### config.mk
export PLATFORM = sky130hd
export DESIGN_NAME = pott_trip
export DESIGN_NICKNAME = d
export VERILOG_FILES = /design/src/hdl/pott_pkg.sv /design/src/hdl/pott_tmr_if.sv /design/src/hdl/pott_trip.sv /design/src/hdl/pott_timer.sv
export SDC_FILE = /design/constraint.sdc
export NUM_CORES = 1
export LEC_CHECK = 0
export BUFFER_PORTS_ARGS = -buffer_cell sky130_fd_sc_hd__buf_2
export CORE_MARGIN = 1.5
export CORE_UTILIZATION = 40
export CTS_CLUSTER_DIAMETER = 40
export DETAILED_ROUTE_END_ITERATION = 7
export PLACE_DENSITY = 0.54
export SYNTH_ARGS = -nofsm -noshare
export SYNTH_HDL_FRONTEND = slang
export SYNTH_SLANG_ARGS = --single-unit
### constraint.sdc
create_clock -name clock -period 3.56 [get_ports clock]
set_clock_uncertainty 0.15 [all_clocks]
set_input_delay 0.712 -clock clock [delete_from_list [all_inputs] [get_ports clock]]
set_output_delay 0.712 -clock clock [all_outputs]
set_load 0.02 [all_outputs]
### src/hdl/pott_pkg.sv
// package for the permissive over-reaching trip logic
// assumes one 125 MHz clock; all settings are in milliseconds
package pott_pkg;
    // =========================================
    // timebase
    localparam int CLK_PERIOD_NS = 8;
    localparam int MS_NS = 1000000;
    localparam int MS_CYCLES = MS_NS / CLK_PERIOD_NS;
    localparam int SET_W = 16;
    localparam int SYNC_RESET = 0;

    // =========================================
    // timer slots
    localparam int T_RXQ = 0;
    localparam int T_LEO = 1;
    localparam int T_PASS = 2;
    localparam int T_BLOCK = 3;
    localparam int T_ECHO = 4;
    localparam int T_ELOCK = 5;
    localparam int T_SEAL = 6;
    localparam int T_NUM = 7;

    // =========================================
    // state machines
    typedef enum logic [1:0] {
        TR_IDLE = 2'b00,
        TR_PASS = 2'b01,
        TR_BLOCK = 2'b10
    } pott_tr_e;

    typedef enum logic [1:0] {
        EC_IDLE = 2'b00,
        EC_SEND = 2'b01,
        EC_LOCK = 2'b10
    } pott_echo_e;
endpackage : pott_pkg

### src/hdl/pott_tmr_if.sv
// carrier between the trip logic and its millisecond timers
// assumes all signals on the one system clock
`timescale 1ns/1ps
interface pott_tmr_if;
    import pott_pkg::*;
    logic run;
    logic arm;
    logic [SET_W-1:0] setting;
    logic done;
    modport ctrl (output run, output arm, output setting, input done);
    modport tmr (input run, input arm, input setting, output done);
endinterface : pott_tmr_if

### src/hdl/pott_trip.sv
// permissive over-reaching transfer trip: keying, receive shaping, echo, seal-in
// assumes field inputs are asynchronous pins; settings are static same-clock levels
//
// Function
// - with echo enabled, echo qualified receive only while line end open validated
// - echo is a one-shot, then locked out for the echo lockout time
// - echo pulse lasts the echo duration regardless of receive shape
// - receive accepted only after staying high for the receive qualify delay
// - receive joins ground forward indication only inside the transient pass window
// - ground-path receive ends when the pass window from transmit pickup expires
// - after the window the ground path is blocked for the transient block time
// - transient blocking gates only the ground path, never the zone path
// - line end open must persist for its pickup delay before echo allowed
// - operate is stretched to last at least the minimum pulse time
// - assigned ground forward indication keys transmit and starts operation with zone
// - every timer is set from 0 to 65.535 s in 1 ms steps
// - scheme disabled means no transmit, echo or operate
`timescale 1ns/1ps
module pott_trip import pott_pkg::*; #(
    parameter int CYC_PER_MS = MS_CYCLES
) (
    input wire logic clock,
    input wire logic reset_n,
    input wire logic clock_enable,
    input wire logic scheme_enable,
    input wire logic echo_enable,
    input wire logic ground_forward_assigned,
    input wire logic overreach_zone_pickup,
    input wire logic ground_forward_direction,
    input wire logic permissive_receive,
    input wire logic line_end_open_detect,
    input wire logic [SET_W-1:0] receive_qualify_delay,
    input wire logic [SET_W-1:0] transient_pass_window,
    input wire logic [SET_W-1:0] transient_block_time,
    input wire logic [SET_W-1:0] echo_duration,
    input wire logic [SET_W-1:0] echo_lockout,
    input wire logic [SET_W-1:0] line_end_open_delay,
    input wire logic [SET_W-1:0] operate_min_pulse,
    output logic permissive_transmit,
    output logic scheme_operate,
    output logic echo_active,
    output logic ground_path_blocked
);
    logic [1:0] zone_s, gnd_s, rx_s, leo_s;
    logic key, key_d, rx_q, leo_ok, gnd_path, op_raw, seal;
    pott_tr_e tr_st;
    pott_echo_e ec_st;
    pott_tmr_if tmr[T_NUM] ();

    function automatic logic [31:0] ms_to_cyc(input logic [SET_W-1:0] ms);
        ms_to_cyc = 32'(ms) * 32'(CYC_PER_MS);
    endfunction : ms_to_cyc

    // =========================================
    // pin synchronisers
    always_ff @(posedge clock or negedge reset_n) begin
        if (!reset_n) begin
            zone_s <= 2'h0;
            gnd_s <= 2'h0;
            rx_s <= 2'h0;
            leo_s <= 2'h0;
        end else if (clock_enable) begin
            zone_s <= {zone_s[0], overreach_zone_pickup};
            gnd_s <= {gnd_s[0], ground_forward_direction};
            rx_s <= {rx_s[0], permissive_receive};
            leo_s <= {leo_s[0], line_end_open_detect};
        end
    end

    // =========================================
    // timers
    for (genvar i = 0; i < T_NUM; i++) begin : g_tmr
        pott_timer #(.CYC_PER_MS(CYC_PER_MS)) u_tmr (
            .clock(clock),
            .reset_n(reset_n),
            .t(tmr[i])
        );
        assign tmr[i].run = clock_enable;
    end
    assign tmr[T_RXQ].arm = rx_s[1];
    assign tmr[T_RXQ].setting = receive_qualify_delay;
    assign tmr[T_LEO].arm = leo_s[1];
    assign tmr[T_LEO].setting = line_end_open_delay;
    assign tmr[T_PASS].arm = (tr_st == TR_PASS);
    assign tmr[T_PASS].setting = transient_pass_window;
    assign tmr[T_BLOCK].arm = (tr_st == TR_BLOCK);
    assign tmr[T_BLOCK].setting = transient_block_time;
    assign tmr[T_ECHO].arm = (ec_st == EC_SEND);
    assign tmr[T_ECHO].setting = echo_duration;
    assign tmr[T_ELOCK].arm = (ec_st == EC_LOCK);
    assign tmr[T_ELOCK].setting = echo_lockout;
    assign tmr[T_SEAL].arm = seal;
    assign tmr[T_SEAL].setting = operate_min_pulse;

    assign rx_q = tmr[T_RXQ].done;
    assign leo_ok = tmr[T_LEO].done;
    assign key = zone_s[1] | (ground_forward_assigned & gnd_s[1]);
    // only the ground term is window-gated; zone keeps full security on its own
    assign gnd_path = ground_forward_assigned & gnd_s[1] & rx_q & (tr_st == TR_PASS);
    assign op_raw = scheme_enable & rx_q & (zone_s[1] | gnd_path);

    // =========================================
    // transient blocking of the ground path
    always_ff @(posedge clock or negedge reset_n) begin
        if (!reset_n) begin
            key_d <= 1'b0;
            tr_st <= TR_IDLE;
        end else if (clock_enable) begin
            key_d <= key;
            unique case (tr_st)
                TR_IDLE: begin
                    if (key && !key_d) begin
                        tr_st <= TR_PASS;
                    end
                end
                TR_PASS: begin
                    if (tmr[T_PASS].done) begin
                        tr_st <= TR_BLOCK;
                    end
                end
                TR_BLOCK: begin
                    if (tmr[T_BLOCK].done) begin
                        tr_st <= TR_IDLE;
                    end
                end
                default: begin
                    tr_st <= TR_IDLE;
                end
            endcase
        end
    end

    // =========================================
    // echo one-shot
    always_ff @(posedge clock or negedge reset_n) begin
        if (!reset_n) begin
            ec_st <= EC_IDLE;
        end else if (clock_enable) begin
            unique case (ec_st)
                EC_IDLE: begin
                    if (scheme_enable && echo_enable && rx_q && leo_ok) begin
                        ec_st <= EC_SEND;
                    end
                end
                EC_SEND: begin
                    if (tmr[T_ECHO].done) begin
                        ec_st <= EC_LOCK;
                    end
                end
                EC_LOCK: begin
                    if (tmr[T_ELOCK].done) begin
                        ec_st <= EC_IDLE;
                    end
                end
                default: begin
                    ec_st <= EC_IDLE;
                end
            endcase
        end
    end

    // =========================================
    // seal-in and outputs
    always_ff @(posedge clock or negedge reset_n) begin
        if (!reset_n) begin
            seal <= 1'b0;
            permissive_transmit <= 1'b0;
            scheme_operate <= 1'b0;
            echo_active <= 1'b0;
            ground_path_blocked <= 1'b0;
        end else if (clock_enable) begin
            if (tmr[T_SEAL].done || !scheme_enable) begin
                seal <= 1'b0;
            end else if (op_raw) begin
                seal <= 1'b1;
            end
            // a noisy channel can chop op_raw; seal keeps the trip whole
            scheme_operate <= scheme_enable & (op_raw | seal);
            permissive_transmit <= scheme_enable & (key | (ec_st == EC_SEND));
            echo_active <= scheme_enable & (ec_st == EC_SEND);
            ground_path_blocked <= (tr_st == TR_BLOCK);
        end
    end

    // =========================================
    // checks
    logic [31:0] echo_len, op_len;
    always_ff @(posedge clock or negedge reset_n) begin
        if (!reset_n) begin
            echo_len <= '0;
            op_len <= '0;
        end else if (clock_enable) begin
            echo_len <= (ec_st == EC_SEND) ? echo_len + 32'h00000001 : 32'h00000000;
            op_len <= scheme_operate ? op_len + 32'h00000001 : 32'h00000000;
        end
    end
endmodule : pott_trip

### src/hdl/pott_timer.sv
// millisecond pickup timer: done rises once arm has stayed high for setting ms
// assumes arm is a same-clock level; run is the shared clock enable
`timescale 1ns/1ps
module pott_timer import pott_pkg::*; #(
    parameter int CYC_PER_MS = MS_CYCLES
) (
    input wire logic clock,
    input wire logic reset_n,
    pott_tmr_if.tmr t
);
    logic [31:0] cyc;
    logic [SET_W-1:0] elapsed;

    // =========================================
    // counting, restarted whenever arm drops so each interval is exact
    always_ff @(posedge clock or negedge reset_n) begin
        if (!reset_n) begin
            cyc <= '0;
            elapsed <= '0;
            t.done <= 1'b0;
        end else if (t.run) begin
            if (!t.arm) begin
                cyc <= '0;
                elapsed <= '0;
                t.done <= 1'b0;
            end else begin
                t.done <= (elapsed >= t.setting);
                if (cyc == 32'(CYC_PER_MS - 1)) begin
                    cyc <= '0;
                    // saturate so a long arm never wraps back to zero
                    if (elapsed != {SET_W{1'b1}}) begin
                        elapsed <= elapsed + 16'h0001;
                    end
                end else begin
                    cyc <= cyc + 32'h00000001;
                end
            end
        end
    end
endmodule : pott_timer

* After elaboration in Yosys (flattened, before gate mapping)
Cells that the tools add are included.
Widths: inputs -> output; s select.
** Storage, ports and cells
- Bits in writable memories :: 0
- Memories :: 0
- Bits of input ports :: 122
- Latch bits :: 0
- Bits in registers :: 361
- Logic and storage cells :: 176
- Bits in read-only memories :: 0
- Output and inout bits :: 4
** Operators by class
- Eq/ne operators :: 38
- Shift operators :: 0
- Multipliers :: 0
- Multiplexer cells :: 52
- Add/subtract/negate cells :: 14
- Div/mod/pow operators :: 0
- Bitwise operators :: 12
- Reduce and logical (&&, ||, !) cells :: 20
- Magnitude comparators :: 7
** Operators by type and width (number)
- $mux 32 :: 14
- $mux 16 :: 21
- $add 32x1->32 const B :: 7
- $eq 32x17->1 const B :: 7
- $add 16x1->16 const B :: 7
- $ge 16x16->1 :: 7
- $ne 16x16->1 const B :: 7
- $ne 2x2->1 const B :: 14
- $reduce_and 3->1 :: 7
- $mux 2 :: 6
- $ne 2x1->1 const B :: 6
- $pmux 2 s3 :: 2
- $mux 1 :: 9
- $and 1x1->1 :: 8
- $reduce_and 4->1 :: 2
- $eq 2x1->1 const B :: 2
- $eq 2x2->1 const B :: 2
- $logic_and 1x1->1 :: 4
- $logic_not 2->1 :: 2
- $or 1x1->1 :: 4
- $logic_not 1->1 :: 2
- $reduce_and 2->1 :: 1
- $reduce_bool 2->1 :: 1
- $logic_or 1x1->1 :: 1

* Logic depth before layout (Yosys ltp)
Gate-level depths: netlist of the first run.
- Word-level depth :: 7
- Mapped depth :: 9
- Mapped depth without buffers :: 7

* Cells and area by module
A second synthesis of the first run with hierarchy kept.
** Unflattened totals
- Cells, all modules :: 2645
- Area, all modules :: 23511.3 um^2
** Modules (own cells, without submodules)
- pott_timer (g_tmr[0].u_tmr ...) :: cells each 368, area an instance 3239.4 um^2, seq. area each 1226.2 um^2, times used 6
- pott_timer (g_tmr[3].u_tmr) :: cells each 372, area an instance 3289.4 um^2, seq. area each 1226.2 um^2, times used 1
- pott_trip :: cells each 65, area an instance 785.8 um^2, seq. area each 450.4 um^2, times used 1

* Least setup slack after synthesis of the first run
Ideal clock, no wire load.
- Path kind :: input to register
- Start :: input port clock_enable
- End :: register g_tmr[5].u_tmr.cyc[31]
- Setup slack :: 0.899 ns
- Required time :: 3.330 ns
- Library setup time :: 0.080 ns
- Arrival :: 2.432 ns
- Cell stages on the path :: 7
- Path buffers :: 2
- Cells stage by stage :: buf_2 > nand3_1 > or4_1 > clkbuf_1 > nor3_2 > and4_1 > a2bb2oi_1
** RTL lines
- from (decl) :: RTL line pott_trip.sv:24 : input wire logic clock_enable,
- to (signal assigned) :: RTL line pott_timer.sv:35 : cyc <= cyc + 32'h00000001;
- to (decl) :: RTL line pott_timer.sv:11 : logic [31:0] cyc;

* Final worst setup path of the first run
- Start :: register g_tmr[1].u_tmr.cyc[20]
- End :: register g_tmr[1].u_tmr.cyc[28]
** Between the ends
- Word-level cells in the longest chain between the ends :: 3
- Elaborated cells on any way between the ends :: 4
- Classes of those cells :: add/sub: 1; eq/ne: 1; mux: 2
** RTL lines
- from (decl) :: RTL line pott_timer.sv:11
- from (signal assigned) :: RTL line pott_timer.sv:35
- $add 32x1->32 / $eq 32x17->1 (equally long branches) :: RTL line pott_timer.sv:35, pott_timer.sv:28
- $mux 32 * :: RTL line pott_timer.sv:28 : if (cyc == 32'(CYC_PER_MS - 1)) begin
- $mux 32 * :: RTL line pott_timer.sv:22 : if (!t.arm) begin
Every way passes the cells marked *; elsewhere a longest branch is shown, timed or not.
A chain may end at the register's enable or synchronous reset.

==> results.rst, run 1 <==
.. list-table::
   :header-rows: 1

   * - Metric
     - Value
   * - Run status
     - finished, final reports clean
   * - WS Path Type
     - reg -> reg
   * - Register area
     - 0.009034 mm2
   * - Antenna violation net count after detailed routing
     - 0
   * - Cell area after layout
     - 0.02674 mm2
   * - Worst hold path class
     - in -> reg
   * - Most common cell in the netlist
     - dfrtp_1
   * - Yosys top cell area share
     - 39.99%
   * - Hold_ws
     - 0.2201 ns
   * - Power density over the cells
     - 460.6 mW/mm2
   * - Final-layout fill cell count
     - 5273
   * - Clock latency reported for the late side of the worst-skew pair
     - 0.60 ns
   * - Max-slew headroom
     - 30.51%
   * - Highest clock rate
     - 0.3442 GHz
   * - Reg2reg end
     - g_tmr[1].u_tmr.cyc[28]$_DFFE_PN0P_
   * - Final core utilization
     - 48.25%
   * - Min Tclk post-route
     - 2.905 ns
   * - Endpoint arrival time on the critical path
     - 3.21 ns
   * - Final-stage net count
     - 2947
   * - Number of distinct library cells after synthesis
     - 75
   * - Initial core utilization
     - 40.77%
   * - Post-Place Worst Slack
     - 0.4102 ns
   * - Most utilized layer in the global route result
     - met2
   * - Maximum VDD drop
     - 0.3015 mV
   * - Number of levels in the clock H-tree
     - 3
   * - Total GRT Usage
     - 20.60%
   * - Setup_tns
     - 0 ns
   * - Critical path fanouts, max
     - 26
   * - Maximum number of pins on one net before global-route repair
     - 79
   * - Total of buffers placed on input and output ports
     - 125
   * - Avg WL per Cell
     - 16.65 um
   * - Worst r2r src
     - g_tmr[1].u_tmr.cyc[20]$_DFFE_PN0P_
   * - Number of synthesized flops with an enable pin
     - 0
   * - Number of design-rule violations left by the first detailed-router iteration
     - 1257
   * - M1 GR Usage
     - 28.16%
   * - Max-capacitance violation count
     - 0
   * - Reg clk slew, reported paths
     - 0.05 ns
   * - Dominant cells by area after synthesis
     - dfrtp_1, ha_1, nor2_1, nand2_1, nand4_1
   * - Cell type with the highest aggregate area in the netlist
     - dfrtp_1
   * - Ratio of cells with drive above 1 in the final layout
     - 12.56%
   * - Fin cells
     - 3504
   * - Pin slew with the least headroom to its limit
     - 1.033 ns
   * - Avg Synthesized Cell Area
     - 8.835 um2
   * - TritonCTS Buffers
     - 74
   * - Final period util
     - 81.61%
   * - Placed standard-cell area
     - 0.02421 mm2
   * - Post-synth ARST share
     - 100.0%
   * - Worst Reg-to-Reg Cells
     - 7
   * - Cell count after synthesis
     - 2557
   * - DRC
     - 0
   * - Syn Std Cell Area
     - 0.02259 mm2
   * - Grt met3 use
     - 3.614%
   * - Clk sink count
     - 361
   * - Total via count in the routed design
     - 19819
   * - Clock tree from TritonCTS
     - yes
   * - Final count of negative-setup-slack endpoints
     - 0
   * - Start point of the worst min-delay path
     - ground_forward_direction
   * - Final Hold Vio Count
     - 0
   * - Core area
     - 0.05542 mm2
   * - Cell types with the highest counts after synthesis
     - dfrtp_1, nor2_1, nand2_1
   * - Post-layout power
     - 12.31 mW
   * - Die width
     - 240.6 um
   * - Pins Over Slew Limit
     - 0
   * - Critical path required time
     - 3.87 ns
   * - Number of global-route vias before repair
     - 19492
   * - WHS Path Cells
     - 2
   * - HPWL after DPL
     - 40.63 mm
   * - Placed Cells incl. Taps
     - 3370
   * - Buffers from clock root to sink, at most
     - 3
   * - Top_reg_cell synth
     - dfrtp_1
   * - Met2 demand-to-capacity share in global routing
     - 33.07%
   * - Die area
     - 0.05791 mm2
   * - Total Routed Length
     - 58.35 mm
   * - Flop and latch count out of synthesis
     - 361
   * - CP Launch Type
     - flip-flop
   * - End point of the most critical hold path
     - gnd_s[0]$_DFFE_PN0P_
   * - Drt first pass iters
     - 5
   * - Via-per-instance ratio
     - 5.656
   * - Residual overflow from global routing
     - 0
   * - Root Buffer
     - clkbuf_16
   * - Worst-case register-to-register setup slack
     - 0.65 ns
   * - Endpoint kind of the worst setup timing path
     - flip-flop
   * - Layout overhead on the synthesized area
     - 18.35%
   * - Leakage power
     - 11.88 nW
   * - Die extent in y
     - 240.6 um
   * - Total number of yosys warnings
     - 0
   * - Area of the multi-input gates
     - 0.01253 mm2
   * - Number of antenna violations at the first check in global routing
     - 2
   * - Final weighted congestion in routability-driven placement
     - 0.8589
   * - Part of the Yosys area used for sequential elements
     - 39.99%
   * - Final worst-path setup slack
     - 0.6548 ns
   * - Global-route wire length before repair
     - 98.48 mm
   * - Top-level I/O count
     - 126
   * - Net Count, Synth
     - 2805
   * - # rows
     - 86
   * - Setup repair after global routing missed its margin
     - false
## logic make-up (layout without fill, tap and decap cells)
family | Yosys count | after routing | share of synthesized area [%]
other cells | 0 | 2 | 0
xor+xnor | 152 | 152 | 5.893
buf+inv | 271 | 468 | 4.636
compound gates | 444 | 444 | 13.61
fa+ha+maj | 126 | 126 | 6.979
mux | 50 | 50 | 2.271
flops | 361 | 361 | 39.99
simple gates | 1153 | 1153 | 26.62
## where the power goes
group	internal (mW)	switching [mW]	leakage (nW)	total (mW)
clock	4.62	2.38	1.21	6.99
sequential	4.20	0.134	5.00	4.33
combinational	0.346	0.642	5.66	0.988
## routing by layer
metal  share of wire [%]  vias up  wire, um
met4                 2.5        2      1483
met2                  46      412     26650
li1                    -     9687         -
met1                  47     9607     27610
met3                 4.4      111      2584
met5               0.031        -        18
## final cells by class
cell class	instances	share of cell area [%]
multi-input combinational	1925	46.86
sequential	361	33.79
clock buffer	85	7.460
timing repair buffer	177	4.184
tap	748	3.501
inverter	160	2.246
clock inverter	46	1.947
antenna	2	0.01872
## flip-flops by register name (all words and copies together), names as in the netlist, 2 cells and up
| name | count |
|---|---|
| ec_st | 2 |
| leo_s | 2 |
| rx_s | 2 |
| g_tmr.u_tmr.t.done | 7 |
| g_tmr.u_tmr.cyc | 224 |
| g_tmr.u_tmr.elapsed | 112 |
| zone_s | 2 |
| gnd_s | 2 |
| tr_st | 2 |
## how the worst max path moves through the flow
| stage | start | to | slack, ns | depth (start not counted) |
|---|---|---|---|---|
| floorplan | clock_enable | g_tmr[5].u_tmr.cyc[31]$_DFFE_PN0P_ | 0.90 | 7 |
| global placement | clock_enable | g_tmr[6].u_tmr.cyc[28]$_DFFE_PN0P_ | 0.45 | 6 |
| detailed placement | clock_enable | g_tmr[5].u_tmr.cyc[31]$_DFFE_PN0P_ | 0.41 | 6 |
| CTS | g_tmr[1].u_tmr.cyc[20]$_DFFE_PN0P_ | g_tmr[1].u_tmr.cyc[28]$_DFFE_PN0P_ | 0.66 | 7 |
| global route | g_tmr[1].u_tmr.cyc[20]$_DFFE_PN0P_ | g_tmr[1].u_tmr.cyc[28]$_DFFE_PN0P_ | 0.54 | 7 |
| finish | g_tmr[1].u_tmr.cyc[20]$_DFFE_PN0P_ | g_tmr[1].u_tmr.cyc[28]$_DFFE_PN0P_ | 0.65 | 7 |
## placed cells by master (no fill, tap or decap), types with 21 or more instances in the layout
cell	count
a21o_1	22
a21oi_1	87
a31oi_1	39
and2_1	26
and3_1	61
and4_1	31
buf_2	123
buf_4	45
clkbuf_16	75
dfrtp_1	361
ha_1	126
inv_1	159
mux2i_1	40
nand2_1	208
nand2b_1	49
nand3_1	141
nand4_1	115
nor2_1	260
nor3_1	81
nor4_1	81
o21ai_0	65
o2bb2ai_1	27
o31ai_1	77
o41ai_1	25
or4_1	21
xnor2_1	77
xor2_1	75
## timing repair
item | 4_1_cts | 5_1_grt
setup buffers | 0 | 0
gates resized for setup | 0 | 0
setup endpoints to repair | 0 | 0
hold buffers | 1 | 0
endpoints found under the hold margin | 15 | 0
## worst max-delay path: stages, from the launching register on
cell	delay, ns
dfrtp_1	0.42
or4_1	0.53
or4_4	0.52
o41ai_2	0.37
buf_4	0.24
and2_1	0.14
buf_4	0.29
nor4_1	0.10
No activity file was read; power rests on OpenSTA's default activity.
==> run 2: changes to the inputs <==
- PLACE_DENSITY: 0.54 -> 0.56
- clock period: 3.56 -> 2.5 ns (I/O delays scaled with it)
==> run 2 against run 1 <==
Net effect:
- sequential share of layout area shrank 1.7 points
- highest routed layer unchanged
- first-iteration DRC count shrank 2.4%
- combinational power up 58%
- design area grew 5.3%
- register-to-register slack got worse by 0.62 ns
==> results.rst, run 2 (synthesis gave the netlist of run 1 again) <==
.. list-table::
   :header-rows: 1

   * - Metric
     - Value
   * - Run status
     - finished, final reports clean
   * - Final Hold Vio Count
     - 0 (unchanged)
   * - Total via count in the routed design
     - 20331 (+2.6%)
   * - Routed metal-1 wirelength
     - 28.44 mm (+3.0%)
   * - Antenna violation net count after detailed routing
     - 0 (unchanged)
   * - Max-slew headroom
     - 54.85% (+24 points)
   * - Placed standard-cell area
     - 0.02518 mm2 (+4.0%)
   * - Fin cells
     - 3637 (+3.8%)
   * - Final count of negative-setup-slack endpoints
     - 0 (unchanged)
   * - Die extent in y
     - 240.6 um (unchanged)
   * - Number of levels in the clock H-tree
     - 3 (unchanged)
   * - Cell area after layout
     - 0.02815 mm2 (+5.3%)
   * - Highest-count cells in the layout ignoring fill and taps
     - dfrtp_1, nor2_1, nand2_1
   * - Final weighted congestion in routability-driven placement
     - 0.8248 (-4.0%)
   * - Critical path fanouts, max
     - 4 (-85%)
   * - Worst hold path class
     - in -> reg
   * - Avg WL per Cell
     - 16.70 um (+0.31%)
   * - HPWL after DPL
     - 42.77 mm (+5.3%)
   * - Maximum VDD drop
     - 0.4378 mV (+45%)
   * - Min Tclk post-route
     - 2.469 ns (-0.4365 ns)
   * - Worst path max stage delay
     - 0.53 ns (about the same)
   * - Reg clk slew, reported paths
     - 0.05 ns (about the same)
   * - WS Path Type
     - reg -> reg
   * - Layout overhead on the synthesized area
     - 24.62%
   * - Total of buffers placed on input and output ports
     - 125 (unchanged)
   * - # rows
     - 86 (unchanged)
   * - Clock tree from TritonCTS
     - yes
   * - Endpoint kind of the worst setup timing path
     - flip-flop
   * - Maximum number of pins on one net before global-route repair
     - 56 (-29%)
   * - Cell-by-cell trace of the critical path
     - or4_4 > or4_4 > nor4_4 > buf_6 > buf_6 > nand2_4 > o41ai_2
   * - Drt first pass iters
     - 5 (unchanged)
   * - TritonCTS Buffers
     - 74 (unchanged)
   * - Pins Over Slew Limit
     - 0 (unchanged)
   * - Die area
     - 0.05791 mm2 (unchanged)
   * - Core area
     - 0.05542 mm2 (unchanged)
   * - Placed Cells incl. Taps
     - 3490 (+3.6%)
   * - Top routing layer used
     - met5
   * - Worst-case register-to-register setup slack
     - 0.03 ns (-0.62 ns)
   * - Ratio of cells with drive above 1 in the final layout
     - 17.31% (+4.7 points)
   * - Biggest regs
     - g_tmr.u_tmr.cyc: 224 flops, g_tmr.u_tmr.elapsed: 112 flops, g_tmr.u_tmr.t.done: 7 flops
   * - Setup_tns
     - 0 ns (unchanged)
   * - Number of antenna violations at the first check in global routing
     - 2 (unchanged)
   * - CP Launch Type
     - flip-flop
   * - Residual overflow from global routing
     - 0 (unchanged)
   * - Detail Route met2 WL
     - 28.24 mm (+6.0%)
   * - Root Buffer
     - clkbuf_16
   * - Max-capacitance violation count
     - 0 (unchanged)
   * - Via-per-instance ratio
     - 5.590 (-1.2%)
   * - Largest register FFs
     - 224 (unchanged)
   * - Global-route wire length before repair
     - 101.7 mm (+3.3%)
   * - Final period util
     - 98.75% (+17 points)
   * - Critical path required time
     - 2.84 ns (-1.03 ns)
   * - Power density over the cells
     - 647.1 mW/mm2 (+40%)
   * - Number of global-route vias before repair
     - 20354 (+4.4%)
   * - Total GRT Usage
     - 21.36% (+0.75 points)
   * - Total Routed Length
     - 60.75 mm (+4.1%)
   * - Worst path top cell family by delay
     - simple AND/OR/NAND/NOR gates
   * - DRC
     - 0 (unchanged)
   * - Highest clock rate
     - 0.4051 GHz (+18%)
   * - Setup repair after global routing missed its margin
     - true
   * - Leakage power
     - 12.71 nW (+7.1%)
   * - Most common library cell in the layout ignoring fill and taps
     - dfrtp_1
   * - Buffers from clock root to sink, at most
     - 3 (unchanged)
   * - Number of design-rule violations left by the first detailed-router iteration
     - 1227 (-2.4%)
   * - Buffer and inverter count on the worst path
     - 2 (unchanged)
   * - Most flop-heavy register
     - g_tmr.u_tmr.cyc
   * - Endpoint arrival time on the critical path
     - 2.81 ns (-0.40 ns)
   * - Die width
     - 240.6 um (unchanged)
   * - Clk sink count
     - 361 (unchanged)
   * - Pin slew with the least headroom to its limit
     - 0.6710 ns (-0.3619 ns)
   * - Initial core utilization
     - 40.77% (unchanged)
   * - WL met3
     - 2.967 mm (+15%)
   * - Top-level I/O count
     - 126 (unchanged)
   * - Standard cell with the maximum stage delay on the critical path
     - or4_4
   * - Clock latency reported for the late side of the worst-skew pair
     - 0.61 ns (about the same)
   * - Final-stage net count
     - 3079 (+4.5%)
   * - Diodes inserted
     - 0 (-2)
-- run 2: stage by stage --
stage               total power [mW]  hold slack (ns)  util, %  worst slack (ns)
finish                         18.22          0.06786    50.80           0.03129
detailed placement             7.785           0.3164    45.45           -0.1295
floorplan                      7.057          0.05441        -           0.04943
global route                   18.95           0.1026    50.80          -0.06325
global placement               7.749           0.3193    45.45           0.02078
CTS                            18.43          0.04511    50.36           0.03021
-- run 2: power breakdown --
part	switching [mW]	total, mW	internal (mW)
Sequential	0.171	6.15	5.98
Combinational	0.948	1.56	0.610
Clock	3.61	10.5	6.90
Total	4.73	18.2	13.5
-- run 2: final timing paths --
path,start,end,cells after the start
max reg2reg,g_tmr[1].u_tmr.cyc[20]$_DFFE_PN0P_,g_tmr[1].u_tmr.elapsed[8]$_DFFE_PN0P_,7
min,scheme_enable,permissive_transmit$_DFFE_PN0P_,3
min in group asynchronous,reset_n,g_tmr[4].u_tmr.cyc[14]$_DFFE_PN0P_,2
max in group asynchronous,reset_n,g_tmr[4].u_tmr.cyc[12]$_DFFE_PN0P_,4
max,g_tmr[1].u_tmr.cyc[20]$_DFFE_PN0P_,g_tmr[1].u_tmr.elapsed[8]$_DFFE_PN0P_,7
min reg2reg,gnd_s[0]$_DFFE_PN0P_,gnd_s[1]$_DFFE_PN0P_,1
-- run 2: worst reg2reg max path, cell delays in order, from the launching register on --
cell and delay, ns:
dfrtp_1 0.37, or4_4 0.53, or4_4 0.47, nor4_4 0.26, buf_6 0.17, buf_6 0.13, nand2_4 0.06, o41ai_2 0.23
-- run 2: cell type report --
cell class	instances	area, um2
Fill cell	5105	27260
Multi-Input combinational cell	1925	12710
Sequential cell	361	9034
Timing Repair Buffer	309	2227
Clock buffer	84	1971
Tap cell	748	935.9
Clock inverter	50	676.9
Inverter	160	600.6
-- run 2: timing repair --
| action | CTS | global route |
|---|---|---|
| hold buffers | 5 | 0 |
| cloned | 0 | 2 |
| setup buffers | 0 | 6 |
| endpoints found under the hold margin | 41 | 0 |
| pin swaps | 3 | 10 |
| resized for setup | 5 | 38 |
| endpoints found under the setup margin | 17 | 112 |
-- run 2: layer usage --
layer  track usage (%)  vias to the layer above
met3             3.900                       82
met4             6.556                        2
met2             35.27                      438
met5                 0                        -
li1                  -                     9949
met1             28.39                     9860
==> run 3: changes to the inputs <==
- BUFFER_PORTS_ARGS: -buffer_cell sky130_fd_sc_hd__buf_2 -> -buffer_cell sky130_fd_sc_hd__clkbuf_2
==> run 3 against run 2 <==
Net effect:
- combinational power grew 3%
- largest power group unchanged
- cell count is essentially flat
- clock power shrank 6%
- critical path type unchanged
- core utilization shrank 0.26 points
- non-clock buffer count grew 2
==> results.rst, run 3 (synthesis gave the netlist of run 1 again) <==
.. list-table::
   :header-rows: 1

   * - Metric
     - Value
   * - Clock tree from TritonCTS
     - yes
   * - Buffer and inverter count on the worst path
     - 1 (-1)
   * - HPWL after DPL
     - 42.74 mm (about the same)
   * - Setup repair after global routing missed its margin
     - true
   * - Number of antenna violations at the first check in global routing
     - 4 (+2)
   * - Part of the power in registers
     - 34.9% (+1.1 points)
   * - TritonCTS Buffers
     - 70 (-5.4%)
   * - Pin slew with the least headroom to its limit
     - 0.6914 ns (+0.02037 ns)
   * - CP Launch Type
     - flip-flop
   * - Total Routed Length
     - 60.41 mm (-0.56%)
   * - Highest clock rate
     - 0.4087 GHz (+0.89%)
   * - Endpoint kind of the worst setup timing path
     - flip-flop
   * - Reg clk slew, reported paths
     - 0.05 ns (about the same)
   * - Total GRT Usage
     - 21.01% (-0.35 points)
   * - Power density over the cells
     - 628.6 mW/mm2 (-2.8%)
   * - Max-slew headroom
     - 53.48% (-1.4 points)
   * - Total of buffers placed on input and output ports
     - 125 (unchanged)
   * - Clock latency reported for the late side of the worst-skew pair
     - 0.59 ns (-0.02 ns)
   * - Final Hold Vio Count
     - 0 (unchanged)
   * - Die extent in y
     - 240.6 um (unchanged)
   * - Final-layout fill cell count
     - 5130 (+0.49%)
   * - Final count of negative-setup-slack endpoints
     - 0 (unchanged)
   * - Number of levels in the clock H-tree
     - 3 (unchanged)
   * - Placed standard-cell area
     - 0.02530 mm2 (+0.46%)
   * - Biggest regs
     - g_tmr.u_tmr.cyc: 224 flops, g_tmr.u_tmr.elapsed: 112 flops, g_tmr.u_tmr.t.done: 7 flops
   * - Layout overhead on the synthesized area
     - 23.99%
   * - Setup_tns
     - 0 ns (unchanged)
   * - Die width
     - 240.6 um (unchanged)
   * - Most flop-heavy register
     - g_tmr.u_tmr.cyc
   * - Ratio of cells with drive above 1 in the final layout
     - 17.12% (-0.19 points)
   * - Avg WL per Cell
     - 16.62 um (-0.50%)
   * - Part of the total power dissipated in the clock network
     - 55.9% (-1.8 points)
   * - Final period util
     - 97.88% (-0.87 points)
   * - Hold_ws
     - 0.03331 ns (-0.03454 ns)
   * - Via-per-instance ratio
     - 5.596 (about the same)
   * - Final-stage net count
     - 3079 (unchanged)
   * - Highest-count cells in the layout ignoring fill and taps
     - dfrtp_1, nor2_1, nand2_1
   * - Cell-by-cell trace of the critical path
     - nor4b_2 > nand4_1 > buf_4 > o31a_2 > or4_1 > o21ai_0
   * - WS Path Type
     - reg -> reg
   * - Leakage power
     - 12.65 nW (-0.48%)
   * - Met2 demand-to-capacity share in global routing
     - 33.65% (-1.6 points)
   * - # rows
     - 86 (unchanged)
   * - Number of global-route vias before repair
     - 19996 (-1.8%)
   * - Core area
     - 0.05542 mm2 (unchanged)
   * - Initial core utilization
     - 40.77% (unchanged)
   * - Global-route wire length before repair
     - 99.99 mm (-1.7%)
   * - Pins Over Slew Limit
     - 0 (unchanged)
   * - Internal portion of total power
     - 13.19 mW (-2.2%)
   * - Worst path top cell family by delay
     - simple AND/OR/NAND/NOR gates
   * - Max-capacitance violation count
     - 0 (unchanged)
   * - Total via count in the routed design
     - 20340 (+0.044%)
   * - Largest register FFs
     - 224 (unchanged)
   * - Fraction of power consumed by combinational cells
     - 9.1% (+0.5 points)
   * - DRC
     - 0 (unchanged)
   * - Maximum VDD drop
     - 0.4848 mV (+11%)
   * - Root Buffer
     - clkbuf_16
   * - Number of design-rule violations left by the first detailed-router iteration
     - 1303 (+6.2%)
   * - Worst-case register-to-register setup slack
     - 0.05 ns (+0.02 ns)
   * - Residual overflow from global routing
     - 0 (unchanged)
   * - Antenna violation net count after detailed routing
     - 0 (unchanged)
   * - Top-level I/O count
     - 126 (unchanged)
   * - Clk sink count
     - 361 (unchanged)
   * - Final worst-path setup slack
     - 0.05308 ns (+0.02178 ns)
   * - Buffers from clock root to sink, at most
     - 3 (unchanged)
   * - Cell area after layout
     - 0.02801 mm2 (-0.51%)
   * - Most common library cell in the layout ignoring fill and taps
     - dfrtp_1
   * - Most utilized layer in the global route result
     - met2
   * - Critical path fanouts, max
     - 9 (+5)
   * - M1 GR Usage
     - 28.95% (+0.56 points)
   * - Run status
     - finished, final reports clean
   * - Sw power
     - 4.421 mW (-6.5%)
   * - Worst hold path class
     - in -> reg
   * - Endpoint arrival time on the critical path
     - 2.81 ns (about the same)
   * - Drt first pass iters
     - 5 (unchanged)
   * - Sw Share
     - 25.10% (-0.85 points)
   * - Min Tclk post-route
     - 2.447 ns (-0.02178 ns)
   * - Standard cell with the maximum stage delay on the critical path
     - or4_1
   * - Worst path max stage delay
     - 0.47 ns (-0.06 ns)
   * - Post-Place Worst Slack
     - -0.09860 ns (+0.03091 ns)
   * - Final weighted congestion in routability-driven placement
     - 0.8367 (+1.4%)
   * - Maximum number of pins on one net before global-route repair
     - 77 (+38%)
   * - Die area
     - 0.05791 mm2 (unchanged)
   * - Critical path required time
     - 2.86 ns (+0.02 ns)
   * - Grt met3 use
     - 3.443% (-0.46 points)
-- run 3: cell count changes in the layout (fill, tap and decap cells not counted), moves of 5 or more --
cell        previous run  this run
clkinvlp_4            11         5
buf_12                13        18
buf_2                123         0
clkinv_2               4         9
clkbuf_2               0       123
-- run 3: stage by stage --
step                      instances  util, %  power (mW)
after detailed placement       3497    45.65       7.848
after CTS                      3628    50.26       17.87
final                          3635    50.55       17.61
after floorplan                2557        -       7.057
after global placement         3497    45.65       7.813
after global routing           3635    50.55       18.37
-- run 3: layout make-up --
cell class / instances / area (um2) / share of cell area [%]
Sequential cell: 361 / 9034 / 32.25
Timing Repair Buffer: 311 / 2273 / 8.116
Clock inverter: 40 / 504.2 / 1.800
Tap cell: 748 / 935.9 / 3.341
Multi-Input combinational cell: 1927 / 12690 / 45.31
Antenna cell: 1 / 2.502 / 0.008934
Inverter: 160 / 600.6 / 2.144
Clock buffer: 87 / 1969 / 7.031
-- run 3: final timing paths --
check,start,depth (start not counted),endpoint
setup / recovery,g_tmr[5].u_tmr.cyc[7]$_DFFE_PN0P_,6,g_tmr[5].u_tmr.elapsed[5]$_DFFE_PN0P_
hold / removal,line_end_open_detect,2,leo_s[0]$_DFFE_PN0P_
setup reg to reg,g_tmr[5].u_tmr.cyc[7]$_DFFE_PN0P_,6,g_tmr[5].u_tmr.elapsed[5]$_DFFE_PN0P_
hold reg to reg,gnd_s[0]$_DFFE_PN0P_,1,gnd_s[1]$_DFFE_PN0P_
max in group asynchronous,reset_n,4,g_tmr[5].u_tmr.cyc[1]$_DFFE_PN0P_
min in group asynchronous,reset_n,2,g_tmr[4].u_tmr.cyc[19]$_DFFE_PN0P_
-- run 3: metal layers --
metal / part of all wire [%] / vias to the layer above
met5: 0.022 / -
met4: 2.0 / 2
met3: 5.0 / 81
met2: 46 / 475
met1: 47 / 9841
li1: - / 9941
-- run 3: power groups by stage --
stage          registers, mW  clock network, mW  logic [mW]
2_1_floorplan           6.18                  0       0.872
3_3_place_gp            6.24                  0        1.57
3_5_place_dp            6.24                  0        1.61
4_1_cts                 6.15               10.1        1.63
5_1_grt                 6.17               10.4        1.80
6_report                6.15               9.85        1.61
-- run 3: what timing repair did --
item                                    in CTS  in global routing
gates resized for setup                      6                 23
setup buffers                                0                  4
hold buffers                                 4                  0
cloned                                       0                  2
endpoints found under the hold margin       37                  0
pin swaps                                    1                  4
endpoints found under the setup margin      33                110
